--- config.mk ---
export PLATFORM = sky130hd
export DESIGN_NAME = voice_dial_command_parser
export DESIGN_NICKNAME = d
export VERILOG_FILES = /design/src/shared/dial_pkg.sv /design/src/shared/pace_if.sv /design/src/pace_timer.sv /design/src/voice_dial_command_parser.sv
export SDC_FILE = /design/constraint.sdc
export NUM_CORES = 1
export LEC_CHECK = 0
export BUFFER_PORTS_ARGS = -buffer_cell sky130_fd_sc_hd__buf_2
export CORE_MARGIN = 10
export CORE_UTILIZATION = 49
export CTS_CLUSTER_DIAMETER = 50
export CTS_CLUSTER_SIZE = 24
export DETAILED_ROUTE_END_ITERATION = 7
export HOLD_SLACK_MARGIN = 0.12
export PLACE_DENSITY = 0.78
export SYNTH_ARGS = -nofsm -noshare
export SYNTH_HDL_FRONTEND = slang
export SYNTH_SLANG_ARGS = --single-unit
--- constraint.sdc ---
create_clock -name ref_clk -period 4.73 [get_ports ref_clk]
set_input_delay 0.473 -clock ref_clk [delete_from_list [all_inputs] [get_ports ref_clk]]
set_output_delay 0.473 -clock ref_clk [all_outputs]
set_load 0.05 [all_outputs]
--- src/shared/dial_pkg.sv ---
// constants shared by the dial command parser and its pacing timer
// assumes a single 40 mhz clock and 8-bit command characters
package dial_pkg;
   localparam int          CLK_HZ         = 40_000_000;
   localparam int          QUARTER_MS     = 250;          // pacing step in ms
   localparam int          LED_ON_MS      = 750;          // indicator on time per second
   localparam int          DIV_W          = 24;
   localparam logic [23:0] QUARTER_CYCLES = 24'(CLK_HZ / 1000 * QUARTER_MS);
   localparam logic [1:0]  ON_QUARTERS    = 2'(LED_ON_MS / QUARTER_MS);
   localparam int          SYNC_W         = 4;
   localparam int          SY_EXCH        = 0;            // exchange link lost
   localparam int          SY_PHONE       = 1;            // telephone link lost
   localparam int          SY_CLEAR       = 2;            // telephone cleared voice call
   localparam int          SY_HOLD        = 3;            // voice call placed on hold
   localparam logic [3:0]  SYNC_RST       = 4'h0;
   localparam logic [7:0]  CH_D           = 8'h44;
   localparam logic [7:0]  CH_P           = 8'h50;
   localparam logic [7:0]  CH_T           = 8'h54;
   localparam logic [7:0]  CH_H           = 8'h48;
   localparam logic [7:0]  CH_O           = 8'h4f;
   localparam logic [7:0]  CH_COMMA       = 8'h2c;
   localparam logic [7:0]  CH_SEMI        = 8'h3b;
   localparam logic [7:0]  CH_PLUS        = 8'h2b;
   localparam logic [7:0]  CH_CR          = 8'h0d;
   localparam logic [7:0]  CH_SPACE       = 8'h20;
   localparam logic [7:0]  CH_HYPHEN      = 8'h2d;
   localparam logic [7:0]  CH_STAR        = 8'h2a;
   localparam logic [7:0]  CH_HASH        = 8'h23;
   localparam logic [7:0]  CH_ZERO        = 8'h30;
   localparam logic [7:0]  CH_NINE        = 8'h39;
   localparam logic [1:0]  PLUS_LAST      = 2'h2;
   typedef enum logic [2:0] {ST_CMD, ST_DIAL, ST_SKIP, ST_DATA} parse_state_e;
endpackage

--- src/shared/pace_if.sv ---
// pacing link between the parser and the seconds timer
// assumes both ends run on the same clock
`timescale 1ns/1ps
interface pace_if;
   logic       start;   // one-cycle request to load a delay
   logic [7:0] secs;    // delay length in seconds
   logic       busy;    // delay running
   logic [1:0] phase;   // quarter of the free-running second
   modport ctrl  (output start, output secs, input busy, input phase);
   modport timer (input start, input secs, output busy, output phase);
endinterface

--- src/pace_timer.sv ---
// free-running quarter-second phase and restartable seconds delay
// assumes start is a one-cycle pulse from the parser on the same clock
`timescale 1ns/1ps
module pace_timer #(
   parameter logic [23:0] QUARTER_CYCLES = dial_pkg::QUARTER_CYCLES
) (
   input  wire logic ref_clk,           // system clock
   input  wire logic rst_n,             // synchronous reset, active low
   pace_if.timer     pace               // pacing link
);
   logic [dial_pkg::DIV_W-1:0] fdiv_reg, fdiv_next, ddiv_reg, ddiv_next;
   logic [1:0]                 phase_reg, phase_next;
   logic [9:0]                 quarters_reg, quarters_next;
   logic                       ftick;

   // free divider and delay countdown
   always_comb begin
      ftick         = (fdiv_reg == QUARTER_CYCLES - 24'h000001);
      fdiv_next     = ftick ? '0 : fdiv_reg + 24'h000001;
      phase_next    = ftick ? phase_reg + 2'h1 : phase_reg;
      ddiv_next     = ddiv_reg;
      quarters_next = quarters_reg;
      if (pace.start) begin
         quarters_next = {pace.secs, 2'b00};
         ddiv_next     = '0;
      end else if (quarters_reg != 10'h000) begin
         if (ddiv_reg == QUARTER_CYCLES - 24'h000001) begin
            ddiv_next     = '0;
            quarters_next = quarters_reg - 10'h001;
         end else begin
            ddiv_next = ddiv_reg + 24'h000001;
         end
      end
   end

   always_ff @(posedge ref_clk) begin
      if (!rst_n) begin
         fdiv_reg     <= '0;
         phase_reg    <= 2'h0;
         ddiv_reg     <= '0;
         quarters_reg <= 10'h000;
      end else begin
         fdiv_reg     <= fdiv_next;
         phase_reg    <= phase_next;
         ddiv_reg     <= ddiv_next;
         quarters_reg <= quarters_next;
      end
   end

   assign pace.busy  = (quarters_reg != 10'h000);
   assign pace.phase = phase_reg;
endmodule

--- src/voice_dial_command_parser.sv ---
// dial command line parser with voice/data dialing, pauses and link indicators
// assumes command characters arrive from same-clock logic with valid/ready,
// and that the link and telephone status pins are asynchronous
`timescale 1ns/1ps
module voice_dial_command_parser #(
   parameter logic [23:0] QUARTER_CYCLES = dial_pkg::QUARTER_CYCLES
) (
   input  wire logic       ref_clk,            // system clock
   input  wire logic       rst_n,              // synchronous reset, active low
   input  wire logic       rx_valid,           // command character offered
   input  wire logic [7:0] rx_char,            // command character
   output logic            rx_ready,           // character taken this cycle
   input  wire logic [7:0] blind_dial_wait,    // seconds before first voice digit
   input  wire logic [7:0] comma_pause_length, // seconds per comma
   input  wire logic       silence_replies,    // suppress result codes
   input  wire logic       spk_inhibit,        // never switch speakerphone on
   input  wire logic       spk_after_dial,     // speakerphone on only after dialing
   input  wire logic       exch_lost_pin,      // exchange link lost, async
   input  wire logic       phone_lost_pin,     // telephone link lost, async
   input  wire logic       phone_clear_pin,    // telephone cleared voice call, async
   input  wire logic       call_hold_pin,      // voice call on hold, async
   output logic            dial_digit_valid,   // one-cycle digit strobe
   output logic [7:0]      dial_digit,         // digit character
   output logic            dial_pulse,         // digit uses pulse dialing
   output logic            result_ok,          // one-cycle ok result
   output logic            result_connect,     // one-cycle connect result
   output logic            data_mode,          // in data mode
   output logic            data_call,          // data call up
   output logic            voice_call,         // voice call up
   output logic            speaker_on,         // speakerphone control
   output logic            led_green,          // green indicator
   output logic            led_red             // red indicator
);
   pace_if pace ();

   pace_timer #(.QUARTER_CYCLES(QUARTER_CYCLES)) u_pace (
      .ref_clk (ref_clk),
      .rst_n   (rst_n),
      .pace    (pace)
   );

   // digits and tone keys that are sent, anything else is skipped
   function automatic logic is_dial_digit(input logic [7:0] c);
      return (c >= dial_pkg::CH_ZERO && c <= dial_pkg::CH_NINE) ||
             c == dial_pkg::CH_STAR || c == dial_pkg::CH_HASH;
   endfunction

   dial_pkg::parse_state_e state_reg, state_next;
   logic [3:0] s1_reg, s2_reg, s3_reg, filt_reg, filt_next;
   logic       voice_reg, voice_next, waited_reg, waited_next, vline_reg, vline_next;
   logic       vcall_reg, vcall_next, dcall_reg, dcall_next;
   logic [1:0] plus_reg, plus_next;
   logic       ok_reg, ok_next, conn_reg, conn_next, dv_reg, dv_next, pulse_reg, pulse_next;
   logic [7:0] digit_reg, digit_next;
   logic       spk_reg, spk_next, green_reg, green_next, red_reg, red_next;
   logic       take, hold_digit, blink;

   // status pins pass three flops; a change counts once stages two and three agree
   always_comb begin
      filt_next = (s2_reg & ~(s2_reg ^ s3_reg)) | (filt_reg & (s2_reg ^ s3_reg));
   end

   always_ff @(posedge ref_clk) begin
      if (!rst_n) begin
         s1_reg   <= dial_pkg::SYNC_RST;
         s2_reg   <= dial_pkg::SYNC_RST;
         s3_reg   <= dial_pkg::SYNC_RST;
         filt_reg <= dial_pkg::SYNC_RST;
      end else begin
         s1_reg   <= {call_hold_pin, phone_clear_pin, phone_lost_pin, exch_lost_pin};
         s2_reg   <= s1_reg;
         s3_reg   <= s2_reg;
         filt_reg <= filt_next;
      end
   end

   // command parser
   always_comb begin
      state_next  = state_reg;
      voice_next  = voice_reg;
      waited_next = waited_reg;
      vline_next  = vline_reg;
      vcall_next  = vcall_reg;
      dcall_next  = dcall_reg;
      plus_next   = plus_reg;
      ok_next     = 1'b0;
      conn_next   = 1'b0;
      dv_next     = 1'b0;
      pulse_next  = pulse_reg;
      digit_next  = digit_reg;
      rx_ready    = 1'b0;
      pace.start  = 1'b0;
      pace.secs   = comma_pause_length;
      hold_digit  = 1'b0;
      if (filt_reg[dial_pkg::SY_CLEAR])
         vcall_next = 1'b0;
      case (state_reg)
         dial_pkg::ST_CMD: begin
            rx_ready = 1'b1;
            if (rx_valid) begin
               case (rx_char)
                  dial_pkg::CH_D: begin
                     voice_next  = 1'b0;
                     waited_next = 1'b0;
                     state_next  = vline_reg ? dial_pkg::ST_SKIP : dial_pkg::ST_DIAL;
                  end
                  dial_pkg::CH_H: begin
                     dcall_next = 1'b0;
                     ok_next    = !silence_replies;
                  end
                  dial_pkg::CH_O: begin
                     if (dcall_reg) begin
                        state_next = dial_pkg::ST_DATA;
                        conn_next  = !silence_replies;
                     end
                  end
                  dial_pkg::CH_CR: vline_next = 1'b0;
                  default: ;
               endcase
            end
         end
         dial_pkg::ST_DIAL: begin
            hold_digit = rx_valid && voice_reg && !waited_reg && is_dial_digit(rx_char);
            rx_ready   = !pace.busy && !hold_digit;
            if (hold_digit && !pace.busy) begin
               pace.start  = 1'b1;
               pace.secs   = blind_dial_wait;
               waited_next = 1'b1;
            end
            if (rx_valid && rx_ready) begin
               case (rx_char)
                  dial_pkg::CH_P: begin
                     if (vcall_reg && !filt_reg[dial_pkg::SY_HOLD])
                        state_next = dial_pkg::ST_SKIP;
                     else
                        voice_next = 1'b1;
                  end
                  dial_pkg::CH_T: voice_next = 1'b0;
                  dial_pkg::CH_COMMA: pace.start = 1'b1;
                  dial_pkg::CH_SEMI, dial_pkg::CH_CR: begin
                     if (voice_reg) begin
                        vcall_next = 1'b1;
                        vline_next = (rx_char == dial_pkg::CH_SEMI);
                        ok_next    = !silence_replies;
                        state_next = dial_pkg::ST_CMD;
                     end else begin
                        dcall_next = 1'b1;
                        vline_next = 1'b0;
                        conn_next  = (rx_char == dial_pkg::CH_CR) && !silence_replies;
                        state_next = (rx_char == dial_pkg::CH_CR) ?
                                     dial_pkg::ST_DATA : dial_pkg::ST_CMD;
                     end
                  end
                  default: begin
                     if (is_dial_digit(rx_char)) begin
                        dv_next    = 1'b1;
                        digit_next = rx_char;
                        pulse_next = voice_reg;
                     end
                  end
               endcase
            end
         end
         dial_pkg::ST_SKIP: begin
            rx_ready = 1'b1;
            if (rx_valid && rx_char == dial_pkg::CH_CR) begin
               vline_next = 1'b0;
               state_next = dial_pkg::ST_CMD;
            end
         end
         dial_pkg::ST_DATA: begin
            rx_ready = 1'b1;
            if (rx_valid) begin
               if (rx_char != dial_pkg::CH_PLUS) begin
                  plus_next = 2'h0;
               end else if (plus_reg == dial_pkg::PLUS_LAST) begin
                  plus_next  = 2'h0;
                  state_next = dial_pkg::ST_CMD;
                  ok_next    = !silence_replies;
               end else begin
                  plus_next = plus_reg + 2'h1;
               end
            end
         end
         default: state_next = dial_pkg::ST_CMD;
      endcase
   end

   always_ff @(posedge ref_clk) begin
      if (!rst_n) begin
         state_reg  <= dial_pkg::ST_CMD;
         voice_reg  <= 1'b0;
         waited_reg <= 1'b0;
         vline_reg  <= 1'b0;
         vcall_reg  <= 1'b0;
         dcall_reg  <= 1'b0;
         plus_reg   <= 2'h0;
         ok_reg     <= 1'b0;
         conn_reg   <= 1'b0;
         dv_reg     <= 1'b0;
         pulse_reg  <= 1'b0;
         digit_reg  <= 8'h00;
      end else begin
         state_reg  <= state_next;
         voice_reg  <= voice_next;
         waited_reg <= waited_next;
         vline_reg  <= vline_next;
         vcall_reg  <= vcall_next;
         dcall_reg  <= dcall_next;
         plus_reg   <= plus_next;
         ok_reg     <= ok_next;
         conn_reg   <= conn_next;
         dv_reg     <= dv_next;
         pulse_reg  <= pulse_next;
         digit_reg  <= digit_next;
      end
   end

   // speakerphone and indicators
   always_comb begin
      blink    = (pace.phase < dial_pkg::ON_QUARTERS);
      spk_next = !spk_inhibit &&
                 ((state_reg == dial_pkg::ST_DIAL && voice_reg && !spk_after_dial) ||
                  (spk_after_dial && vcall_reg && state_reg != dial_pkg::ST_DIAL));
      if (filt_reg[dial_pkg::SY_EXCH]) begin
         green_next = blink;
         red_next   = !blink;
      end else if (filt_reg[dial_pkg::SY_PHONE]) begin
         green_next = !blink;
         red_next   = blink;
      end else begin
         green_next = dcall_reg || vcall_reg;
         red_next   = 1'b0;
      end
   end

   always_ff @(posedge ref_clk) begin
      if (!rst_n) begin
         spk_reg   <= 1'b0;
         green_reg <= 1'b0;
         red_reg   <= 1'b0;
      end else begin
         spk_reg   <= spk_next;
         green_reg <= green_next;
         red_reg   <= red_next;
      end
   end

   assign take             = rx_valid && rx_ready;
   assign dial_digit_valid = dv_reg;
   assign dial_digit       = digit_reg;
   assign dial_pulse       = pulse_reg;
   assign result_ok        = ok_reg;
   assign result_connect   = conn_reg;
   assign data_mode        = (state_reg == dial_pkg::ST_DATA);
   assign data_call        = dcall_reg;
   assign voice_call       = vcall_reg;
   assign speaker_on       = spk_reg;
   assign led_green        = green_reg;
   assign led_red          = red_reg;
endmodule

==> results of run 1 <==
## critical path, stage by stage (launching register included)
cell and delay (ns):
dfxtp_1 0.35, nor3_1 0.44, and3_2 0.52, nand3_1 0.13, nand2_1 0.13, buf_2 0.27
## power by group
part,total (mW),switching (mW),internal (mW),leakage (nW)
combinational,0.0880,0.0577,0.0303,1.08
clock,0.571,0.285,0.286,0.109
sequential,0.854,0.00511,0.849,0.808
## final timing paths
path                                               end
worst min register to register               s2_reg[0]
worst max register to register  u_pace.quarters_reg[4]
worst min-delay path                        speaker_on
worst max-delay path                          rx_ready
## synthesized netlist by cell type (all sizes together) (2+ instances only)
master / number / area share [%]
or3: 5 / 0.67
a21oi: 15 / 1.6
o31a: 2 / 0.38
a31oi: 2 / 0.27
mux2i: 11 / 2.4
dfxtp: 100 / 43
nor4: 8 / 1.1
nand3b: 2 / 0.40
nand4b: 2 / 0.38
and4: 5 / 0.94
inv: 18 / 1.4
or4: 4 / 0.72
buf: 6 / 0.91
nor2: 85 / 6.8
or3b: 2 / 0.38
xnor2: 21 / 3.9
o311a: 2 / 0.43
a21o: 2 / 0.32
nand2b: 5 / 0.67
o211ai: 3 / 0.48
nor4b: 4 / 1.1
and2: 15 / 2.0
nand2: 43 / 3.5
a211oi: 2 / 0.32
nand4: 10 / 1.3
and3: 13 / 1.8
o21ai: 18 / 1.9
ha: 9 / 2.4
clkbuf: 14 / 1.3
nand3: 31 / 3.3
a22oi: 7 / 1.1
xor2: 30 / 5.6
nor3b: 4 / 0.64
nor2b: 3 / 0.40
nor3: 19 / 2.3
a311oi: 2 / 0.51
## cells by family (layout without fill, tap and decap cells)
kind of cell	after synthesis	count (layout)	share of synthesized area, %
AOI/OAI and AO/OA	67	67	9.748
xor gates and xnor gates	51	51	9.587
adders and majority gates	9	9	2.417
buffers and inverters	38	86	3.705
DFF	100	100	42.96
muxes	11	11	2.363
and+or+nand+nor	264	264	29.22
## area by class of cell
type | instances | area (µm²) | area share, %
Clock buffer | 12 | 165.2 | 3.181
Clock inverter | 3 | 43.79 | 0.8434
Inverter | 18 | 67.56 | 1.301
Multi-Input combinational cell | 402 | 2485 | 47.86
Sequential cell | 100 | 2002 | 38.55
Tap cell | 129 | 161.4 | 3.108
Timing Repair Buffer | 53 | 267.8 | 5.157
## metrics by stage
| stage | cell area [µm²] | utilization [%] | setup WS, ns | power [mW] | hold WS, ns |
|---|---|---|---|---|---|
| after global placement | 4984 | 53.93 | 2.159 | 0.9580 | 0.4154 |
| after floorplan | 4659 | - | 2.320 | 0.9307 | 0.4119 |
| after detailed placement | 4984 | 53.93 | 2.123 | 0.9607 | 0.4227 |
| after global routing | 5192 | 56.19 | 1.909 | 1.576 | 0.2279 |
| after CTS | 5192 | 56.19 | 2.060 | 1.527 | 0.2370 |
| final | 5192 | 56.19 | 2.049 | 1.513 | 0.2521 |
## metal layers
| metal | wire, µm | share of wire [%] | vias up | track usage (%) |
|---|---|---|---|---|
| li1 | - | - | 1965 | - |
| met1 | 4603 | 45 | 1824 | 17.60 |
| met5 | 0 | 0 | - | 0 |
| met4 | 111 | 1.1 | 0 | 3.632 |
| met3 | 561 | 5.5 | 12 | 4.700 |
| met2 | 4941 | 48 | 101 | 24.20 |
==> metrics.yaml, run 1 <==
syn_avg_cell_area_um2: 8.629
io_pins: 53
dp_cells: 702
cts_resized: 0
start_util_pct: 50.43
leakage_nw: 1.994
syn_inst: 540
overflow: 0
ys_seq_elements: 100
cp_max_fo: 17
die_y_um: 117.5
critPathCaptureType: "output pin"
drv_slew: 0
skew_ns: 0.01081
rrSetupSlack_ns: 2.32
synth_flop_cell: "dfxtp_1"
nets: 627
setup_viol: 0
finalSetupTns_ns: 0
hold_buffers: 0
drtIter0Drc: 270
min_from: "spk_inhibit"
vias_per_cell: 5.442
async_reset_ff_share_pct: 0
drc: 0
finalHoldViolCount: 0
cts_buffer_depth: 2
slew_headroom_pct: 39.75
crit_required_ns: 4.26
powerDensity_nw_per_um2: 291.4
fmax_ghz: 0.3730
synth_fp_nets: 583
clockRootBuffer: "clkbuf_8"
drive_gt1_share_pct: 13.61
fillers: 831
grt_start_max_net_pins: 29
hp-class: "primary input to flop"
finalCritPeriodShare_pct: 56.67
area_growth_pct: 11.44
grtUsageTotal_pct: 14.51
synth_area_um2: 4659
grt_pass1_vias: 3753
vias: 3902
rsz0062_at_grt: "false"
layout_common_cells: "dfxtp_1, nor2_1, buf_2"
clk-insertion-delay-late_ns: 0.37
postRouteAntennaNets: 0
postCtsSetupRepairBufs: 0
routedWlPerCell_um: 14.25
cap_viol_max_count: 0
wirelength_um: 10220
path_clk_slew_ns: 0.09
dr.pass1.iters: 5
min_period_ns: 2.681
cts_tree: "done"
cts_buffers: 9
diodes: 0
portBuffers: 52
max-vdd-ir-drop_uv: 174.0
dp_hpwl_um: 7502
gp_congestion: 0.8770
antenna_found_initial: 0
final_cells: 717
synth_seq_area_share_pct: 42.96
startpoint_type: "flop"
rows: 35
ys_types: 64
r2r_cells: 6
r2r_start: "u_pace.quarters_reg[3]"
die-area_um2: 13810
worstSetupPathType: "flop to output pin"
core_um2: 9240
holdPathStages: 2
synth_edf_count: 0
critPathArrivalTime_ns: 2.21
yosys_warnings: 0
dieWidth_um: 117.5
critPathLaunch: "u_pace.quarters_reg[3]"
final_common_cell: "dfxtp_1"
htreeDepth: 3
cts.sinks: 100
worstMarginPinSlew_ns: 0.8954
status: "finished, final reports clean"
grt_pass1_wl_um: 17340
Note: power is estimated with default switching activity, not from simulation.
==> run 2: changes to the inputs <==
==> constraint.sdc (replaced) <==
create_clock -name ref_clk -period 2.5 [get_ports ref_clk]
set_input_delay 0.25 -clock ref_clk [delete_from_list [all_inputs] [get_ports ref_clk]]
set_output_delay 0.25 -clock ref_clk [all_outputs]
set_load 0.05 [all_outputs]
==> run 2 against run 1 <==
Net effect: sequential share of layout area decreased by 1.9 points; sequential power up 90%; final area grew 5.1%; sequential cell count is the same; critical path type is now flop to flop; critical endpoint is now u_pace.quarters_reg[2].
==> metrics.yaml, run 2 (synthesized netlist as in run 1, its figures left out) <==
multi_input_area_um2: 2504  # was 2485 µm²
critPathLaunch: "u_pace.ddiv_reg[14]"  # was u_pace.quarters_reg[3]
final_util_pct: 59.07  # was 56.19%
overflow: 0  # unchanged
portBuffers: 52  # unchanged
worstSetupPathType: "flop to flop"  # was flop to output pin
power_frac_comb_pct: 6.7  # was 5.8%
nets: 654  # was 627
cts.sinks: 100  # unchanged
drc: 0  # unchanged
finalSetupTns_ns: 0  # unchanged
gp_congestion: 0.9037  # was 0.8770
min_from: "blind_dial_wait[4]"  # was spk_inhibit
rsz0062_at_grt: "false"  # unchanged
grt_pass1_wl_um: 19140  # was 17340 µm
min_period_ns: 2.374
hp-class: "primary input to flop"  # unchanged
critPathArrivalTime_ns: 2.63  # was 2.21 ns
path_clk_slew_ns: 0.10  # was 0.09 ns
die-area_um2: 13810  # unchanged
drtIter0Drc: 219  # was 270
worstMarginPinSlew_ns: 0.6786  # was 0.8954 ns
powerDensity_nw_per_um2: 529.7  # was 291.4 nW/µm²
drv_slew: 0  # unchanged
htreeDepth: 3  # unchanged
leakage_nw: 2.117  # was 1.994 nW
dp_hpwl_um: 8009  # was 7502 µm
postRouteAntennaNets: 0  # unchanged
switchingPower_mw: 0.7267  # was 0.3475 mW
start_util_pct: 50.43  # unchanged
grt_start_max_net_pins: 24  # was 29
vias: 4027  # was 3902
grtUsageTotal_pct: 15.98  # was 14.51%
vias_per_cell: 5.405  # was 5.442
finalCritPeriodShare_pct: 94.96
crit_required_ns: 2.75  # was 4.26 ns
p_seq_share_pct: 55.9  # was 56.5%
cp_max_fo: 5  # was 17
clk-insertion-delay-late_ns: 0.36  # was 0.37 ns
startpoint_type: "flop"  # unchanged
cts_tree: "done"  # unchanged
core_um2: 9240  # unchanged
slew_headroom_pct: 54.34  # was 39.75%
cp_slowest_stage_delay_ns: 0.50  # was 0.52 ns
place_ws_ns: 0.1758  # was 2.123 ns
grt_pass1_vias: 3953  # was 3753
cts_buffer_depth: 2  # unchanged
wirelength_um: 11140  # was 10220 µm
io_pins: 53  # unchanged
cap_viol_max_count: 0  # unchanged
dp_cells: 711  # was 702
dieWidth_um: 117.5  # unchanged
clockPowerShare_pct: 37.3  # was 37.7%
area_growth_pct: 17.13  # was 11.44%
fmax_ghz: 0.4212
p_sw_share_pct: 25.13  # was 22.97%
antenna_found_initial: 0  # unchanged
cts_buffers: 9  # unchanged
layout_common_cells: "dfxtp_1, nor2_1, buf_2"  # unchanged
max-vdd-ir-drop_uv: 255.9  # was 174.0 µV
status: "finished, final reports clean"  # unchanged
p_int_mw: 2.164  # was 1.165 mW
critPathSlowestCell: "or4b_1"  # was and3_2
drive_gt1_share_pct: 15.10  # was 13.61%
final_cells: 745  # was 717
path_cells: "or4b_1, or4_4, nor4b_4, xor2_1, a222oi_1, inv_1"  # was nor3_1, and3_2, nand3_1, nand2_1, buf_2
diodes: 0  # unchanged
routedWlPerCell_um: 14.95  # was 14.25 µm
critPathCaptureType: "flop"  # was output pin
fin_ws_ns: 0.1260  # was 2.049 ns
final_common_cell: "dfxtp_1"  # unchanged
dr.pass1.iters: 5  # unchanged
clockRootBuffer: "clkbuf_8"  # unchanged
rows: 35  # unchanged
fillers: 839  # was 831
die_y_um: 117.5  # unchanged
setup_viol: 0  # unchanged
finalHoldViolCount: 0  # unchanged
regArea_um2: 2003  # was 2002 µm²
r2r_start: "u_pace.ddiv_reg[14]"  # was u_pace.quarters_reg[3]
skew_ns: 0.009678  # was 0.01081 ns
-- run 2: cell types whose count changed in the layout (fill, tap and decap cells not counted), moves of 2 or more --
| cell | change |
|---|---|
| dlygate4sd3_1 | +17 |
| buf_4 | +10 |
| clkbuf_8 | -3 |
| clkinvlp_4 | +2 |
-- run 2: final timing paths --
| kind | endpoint | slack (ns) | cells after the start |
|---|---|---|---|
| worst max-delay path | u_pace.quarters_reg[2] | 0.13 | 6 |
| worst min-delay path | u_pace.quarters_reg[6] | 0.12 | 3 |
| worst max register to register | u_pace.quarters_reg[2] | 0.13 | 6 |
| worst min register to register | s2_reg[2] | 0.45 | 1 |
-- run 2: timing repair --
action / CTS / global route
endpoints found under the setup margin: 1 / 6
gates resized for setup: 1 / 4
pin swaps: 0 / 2
hold buffers: 17 / 0
buffers inserted: 0 / 1
cloned: 0 / 0
hold endpoints to repair: 13 / 0
-- run 2: metal layers --
| layer | up-vias | global-route usage, % | share of wire [%] |
|---|---|---|---|
| met5 | - | 0 | 0 |
| met4 | 0 | 5.796 | 1.7 |
| met3 | 16 | 2.686 | 3.9 |
| met2 | 96 | 26.54 | 49 |
| met1 | 1892 | 20.27 | 45 |
| li1 | 2023 | - | - |
-- run 2: layout make-up --
class | instances | area share [%]
clock buffers | 9 | 2.270
clock inverters | 7 | 1.513
inverters | 18 | 1.238
multi-input cells | 402 | 45.87
flip-flops and latches | 100 | 36.70
well taps | 129 | 2.957
repair buffers | 80 | 9.445
-- run 2: metrics by stage --
step	total power, mW	instance area (µm²)	hold WS, ns
2_1_floorplan	1.761	4659	0.3260
3_3_place_gp	1.819	5051	0.4123
3_5_place_dp	1.824	5051	0.4151
4_1_cts	2.907	5434	0.1249
5_1_grt	2.993	5458	0.1348
6_report	2.891	5458	0.1248
-- run 2: power by group through the flow --
stage | combinational, mW | sequential [mW] | clock (mW)
floorplan | 0.109 | 1.65 | 0
global placement | 0.167 | 1.65 | 0
detailed placement | 0.171 | 1.65 | 0
CTS | 0.192 | 1.62 | 1.10
global route | 0.215 | 1.62 | 1.16
finish | 0.195 | 1.62 | 1.08
-- run 2: critical path, delay by kind of cell, from the launching register on --
kind	cells	cell delay, ns
AND/OR/NAND/NOR	3	1.40
buffers and inverters	1	0.06
flip-flops	1	0.36
AO/OA/AOI/OAI	1	0.32
XOR/XNOR	1	0.13
==> run 3: changes to the inputs <==
--- a/config.mk
+++ b/config.mk
@@ -6,7 +6,7 @@
 export NUM_CORES = 1
 export LEC_CHECK = 0
 export BUFFER_PORTS_ARGS = -buffer_cell sky130_fd_sc_hd__buf_2
-export CORE_MARGIN = 10
+export CORE_MARGIN = 3
 export CORE_UTILIZATION = 49
 export CTS_CLUSTER_DIAMETER = 50
 export CTS_CLUSTER_SIZE = 24
==> run 3 against run 2 <==
Net effect: sequential share of layout area grew 0.36 points; total power shrank 3.7%; fmax shrank 1.4%; clock power shrank 9.9%; global-route usage grew 4.3 points; non-clock buffer count shrank 3; clock skew grew 0.010 ns; critical path depth is the same; register-to-register slack is essentially flat; core utilization grew 1.1 points; critical path type is now flop to output pin; largest power group unchanged.
==> metrics.yaml, run 3 (synthesized netlist as in run 1, its figures left out) <==
status: "finished, final reports clean"  # unchanged
dieWidth_um: 103.5  # was 117.5 µm
cp_max_fo: 11  # was 5
cts.sinks: 100  # unchanged
hp-class: "primary input to flop"  # unchanged
postPlaceCellArea_um2: 5060  # was 5051 µm²
nets: 651  # was 654
layout_common_cells: "dfxtp_1, nor2_1, buf_2"  # unchanged
critPathCaptureType: "output pin"  # was flop
leakage_nw: 2.090  # was 2.117 nW
diodes: 0  # unchanged
powerDensity_nw_per_um2: 515.7  # was 529.7 nW/µm²
finalHoldViolCount: 0  # unchanged
holdWs_ns: 0.1302  # was 0.1248 ns
r2r_end: "u_pace.quarters_reg[2]"  # unchanged
holdPathEnd: "u_pace.quarters_reg[8]"  # was u_pace.quarters_reg[6]
multi_input_area_um2: 2495  # was 2504 µm²
io_pins: 53  # unchanged
finalCritPeriodShare_pct: 96.30  # was 94.96%
max-vdd-ir-drop_uv: 331.2  # was 255.9 µV
die-area_um2: 10720  # was 13810 µm²
fin_ws_ns: 0.09258  # was 0.1260 ns
fillers: 782  # was 839
r2r_start: "u_pace.ddiv_reg[15]"  # was u_pace.ddiv_reg[14]
drc: 0  # unchanged
rrSetupSlack_ns: 0.13  # about the same
drv_slew: 0  # unchanged
dr.pass1.iters: 5  # unchanged
place_ws_ns: 0.1566  # was 0.1758 ns
wl_met1_um: 4761  # was 5045 µm
cts_buffer_depth: 2  # unchanged
die_y_um: 103.5  # was 117.5 µm
regArea_um2: 2002  # was 2003 µm²
vias_per_cell: 5.547  # was 5.405
setup_viol: 0  # unchanged
start_util_pct: 51.91  # was 50.43%
worstSetupPathType: "flop to output pin"  # was flop to flop
antenna_found_initial: 0  # unchanged
critPathArrivalTime_ns: 2.16  # was 2.63 ns
skew_ns: 0.02002  # was 0.009678 ns
fmax_ghz: 0.4154  # was 0.4212 GHz
r2r_cells: 6  # unchanged
drive_gt1_share_pct: 14.85  # was 15.10%
cts_tree: "done"  # unchanged
vias: 4099  # was 4027
portBuffers: 52  # unchanged
crit_required_ns: 2.25  # was 2.75 ns
rows: 34  # was 35
path_clk_slew_ns: 0.10  # about the same
drtIter0Drc: 281  # was 219
startpoint_type: "flop"  # unchanged
final_common_cell: "dfxtp_1"  # unchanged
cap_viol_max_count: 0  # unchanged
min_period_ns: 2.407  # was 2.374 ns
route.met2.wl_um: 5177  # was 5474 µm
grt_pass1_vias: 3952  # was 3953
core_um2: 8976  # was 9240 µm²
area_growth_pct: 15.92  # was 17.13%
worstMarginPinSlew_ns: 0.5644  # was 0.6786 ns
cts_buffers: 9  # unchanged
clockRootBuffer: "clkbuf_8"  # unchanged
grt_pass1_wl_um: 18450  # was 19140 µm
gp_congestion: 0.8963  # was 0.9037
highest_layer: "met4"  # unchanged
slew_headroom_pct: 62.23  # was 54.34%
postRouteAntennaNets: 0  # unchanged
routedWlPerCell_um: 14.46  # was 14.95 µm
min_from: "blind_dial_wait[6]"  # was blind_dial_wait[4]
overflow: 0  # unchanged
wirelength_um: 10680  # was 11140 µm
grtUsageTotal_pct: 20.29  # was 15.98%
grt_start_max_net_pins: 31  # was 24
holdPathStages: 3  # unchanged
clk-insertion-delay-late_ns: 0.37  # was 0.36 ns
design_area_um2: 5401  # was 5458 µm²
dp_hpwl_um: 7556  # was 8009 µm
htreeDepth: 3  # unchanged
route.met3.wl_um: 559  # was 432 µm
==> run 3: layout make-up <==
type / instances / share of cell area [%]
multi-input combinational: 402 / 46.19
clock inverter: 7 / 1.066
sequential: 100 / 37.06
timing repair buffer: 77 / 9.219
clock buffer: 9 / 2.293
tap: 126 / 2.919
inverter: 18 / 1.251
==> run 3: critical path, stage by stage (launching register included) <==
cell     delay (ns)
dfxtp_1        0.36
nor4_2         0.42
and3_4         0.34
buf_4          0.19
nand3_1        0.10
nand2_1        0.12
buf_2          0.27
==> run 3: worst max path at each step <==
stage | slack, ns | from | end
floorplan | 0.30 | u_pace.ddiv_reg[13] | u_pace.quarters_reg[2]
global route | -0.03 | u_pace.quarters_reg[5] | rx_ready
global placement | 0.18 | u_pace.ddiv_reg[13] | u_pace.quarters_reg[2]
finish | 0.09 | u_pace.quarters_reg[5] | rx_ready
detailed placement | 0.16 | u_pace.quarters_reg[5] | u_pace.quarters_reg[8]
CTS | 0.07 | u_pace.quarters_reg[5] | rx_ready
==> run 3: power breakdown <==
part | internal, mW | switching, mW | total (mW)
Sequential | 1.61 | 0.0101 | 1.62
Combinational | 0.0777 | 0.118 | 0.196
Clock | 0.376 | 0.596 | 0.973
Total | 2.06 | 0.724 | 2.79
==> run 3: per-layer routing <==
metal,up-vias,global-route usage [%]
met1,1929,25.89
met3,13,4.042
li1,2021,-
met5,-,0
met4,0,6.363
met2,136,34.63
==> run 3: repair_timing <==
item	in CTS	in global routing
resized for setup	1	1
endpoints found under the setup margin	1	1
hold buffers	15	0
cloned	0	0
setup buffers	0	0
pin swaps	0	0
endpoints found under the hold margin	13	0
==> run 3: per-stage QoR <==
step | power [mW] | cells | util [%] | TNS, ns
final | 2.785 | 739 | 60.18 | 0
after global routing | 2.893 | 739 | 60.18 | -0.02908
after CTS | 2.805 | 739 | 60.13 | 0
after detailed placement | 1.827 | 708 | 56.37 | 0
after global placement | 1.821 | 708 | 56.37 | 0
after floorplan | 1.761 | 540 | - | 0
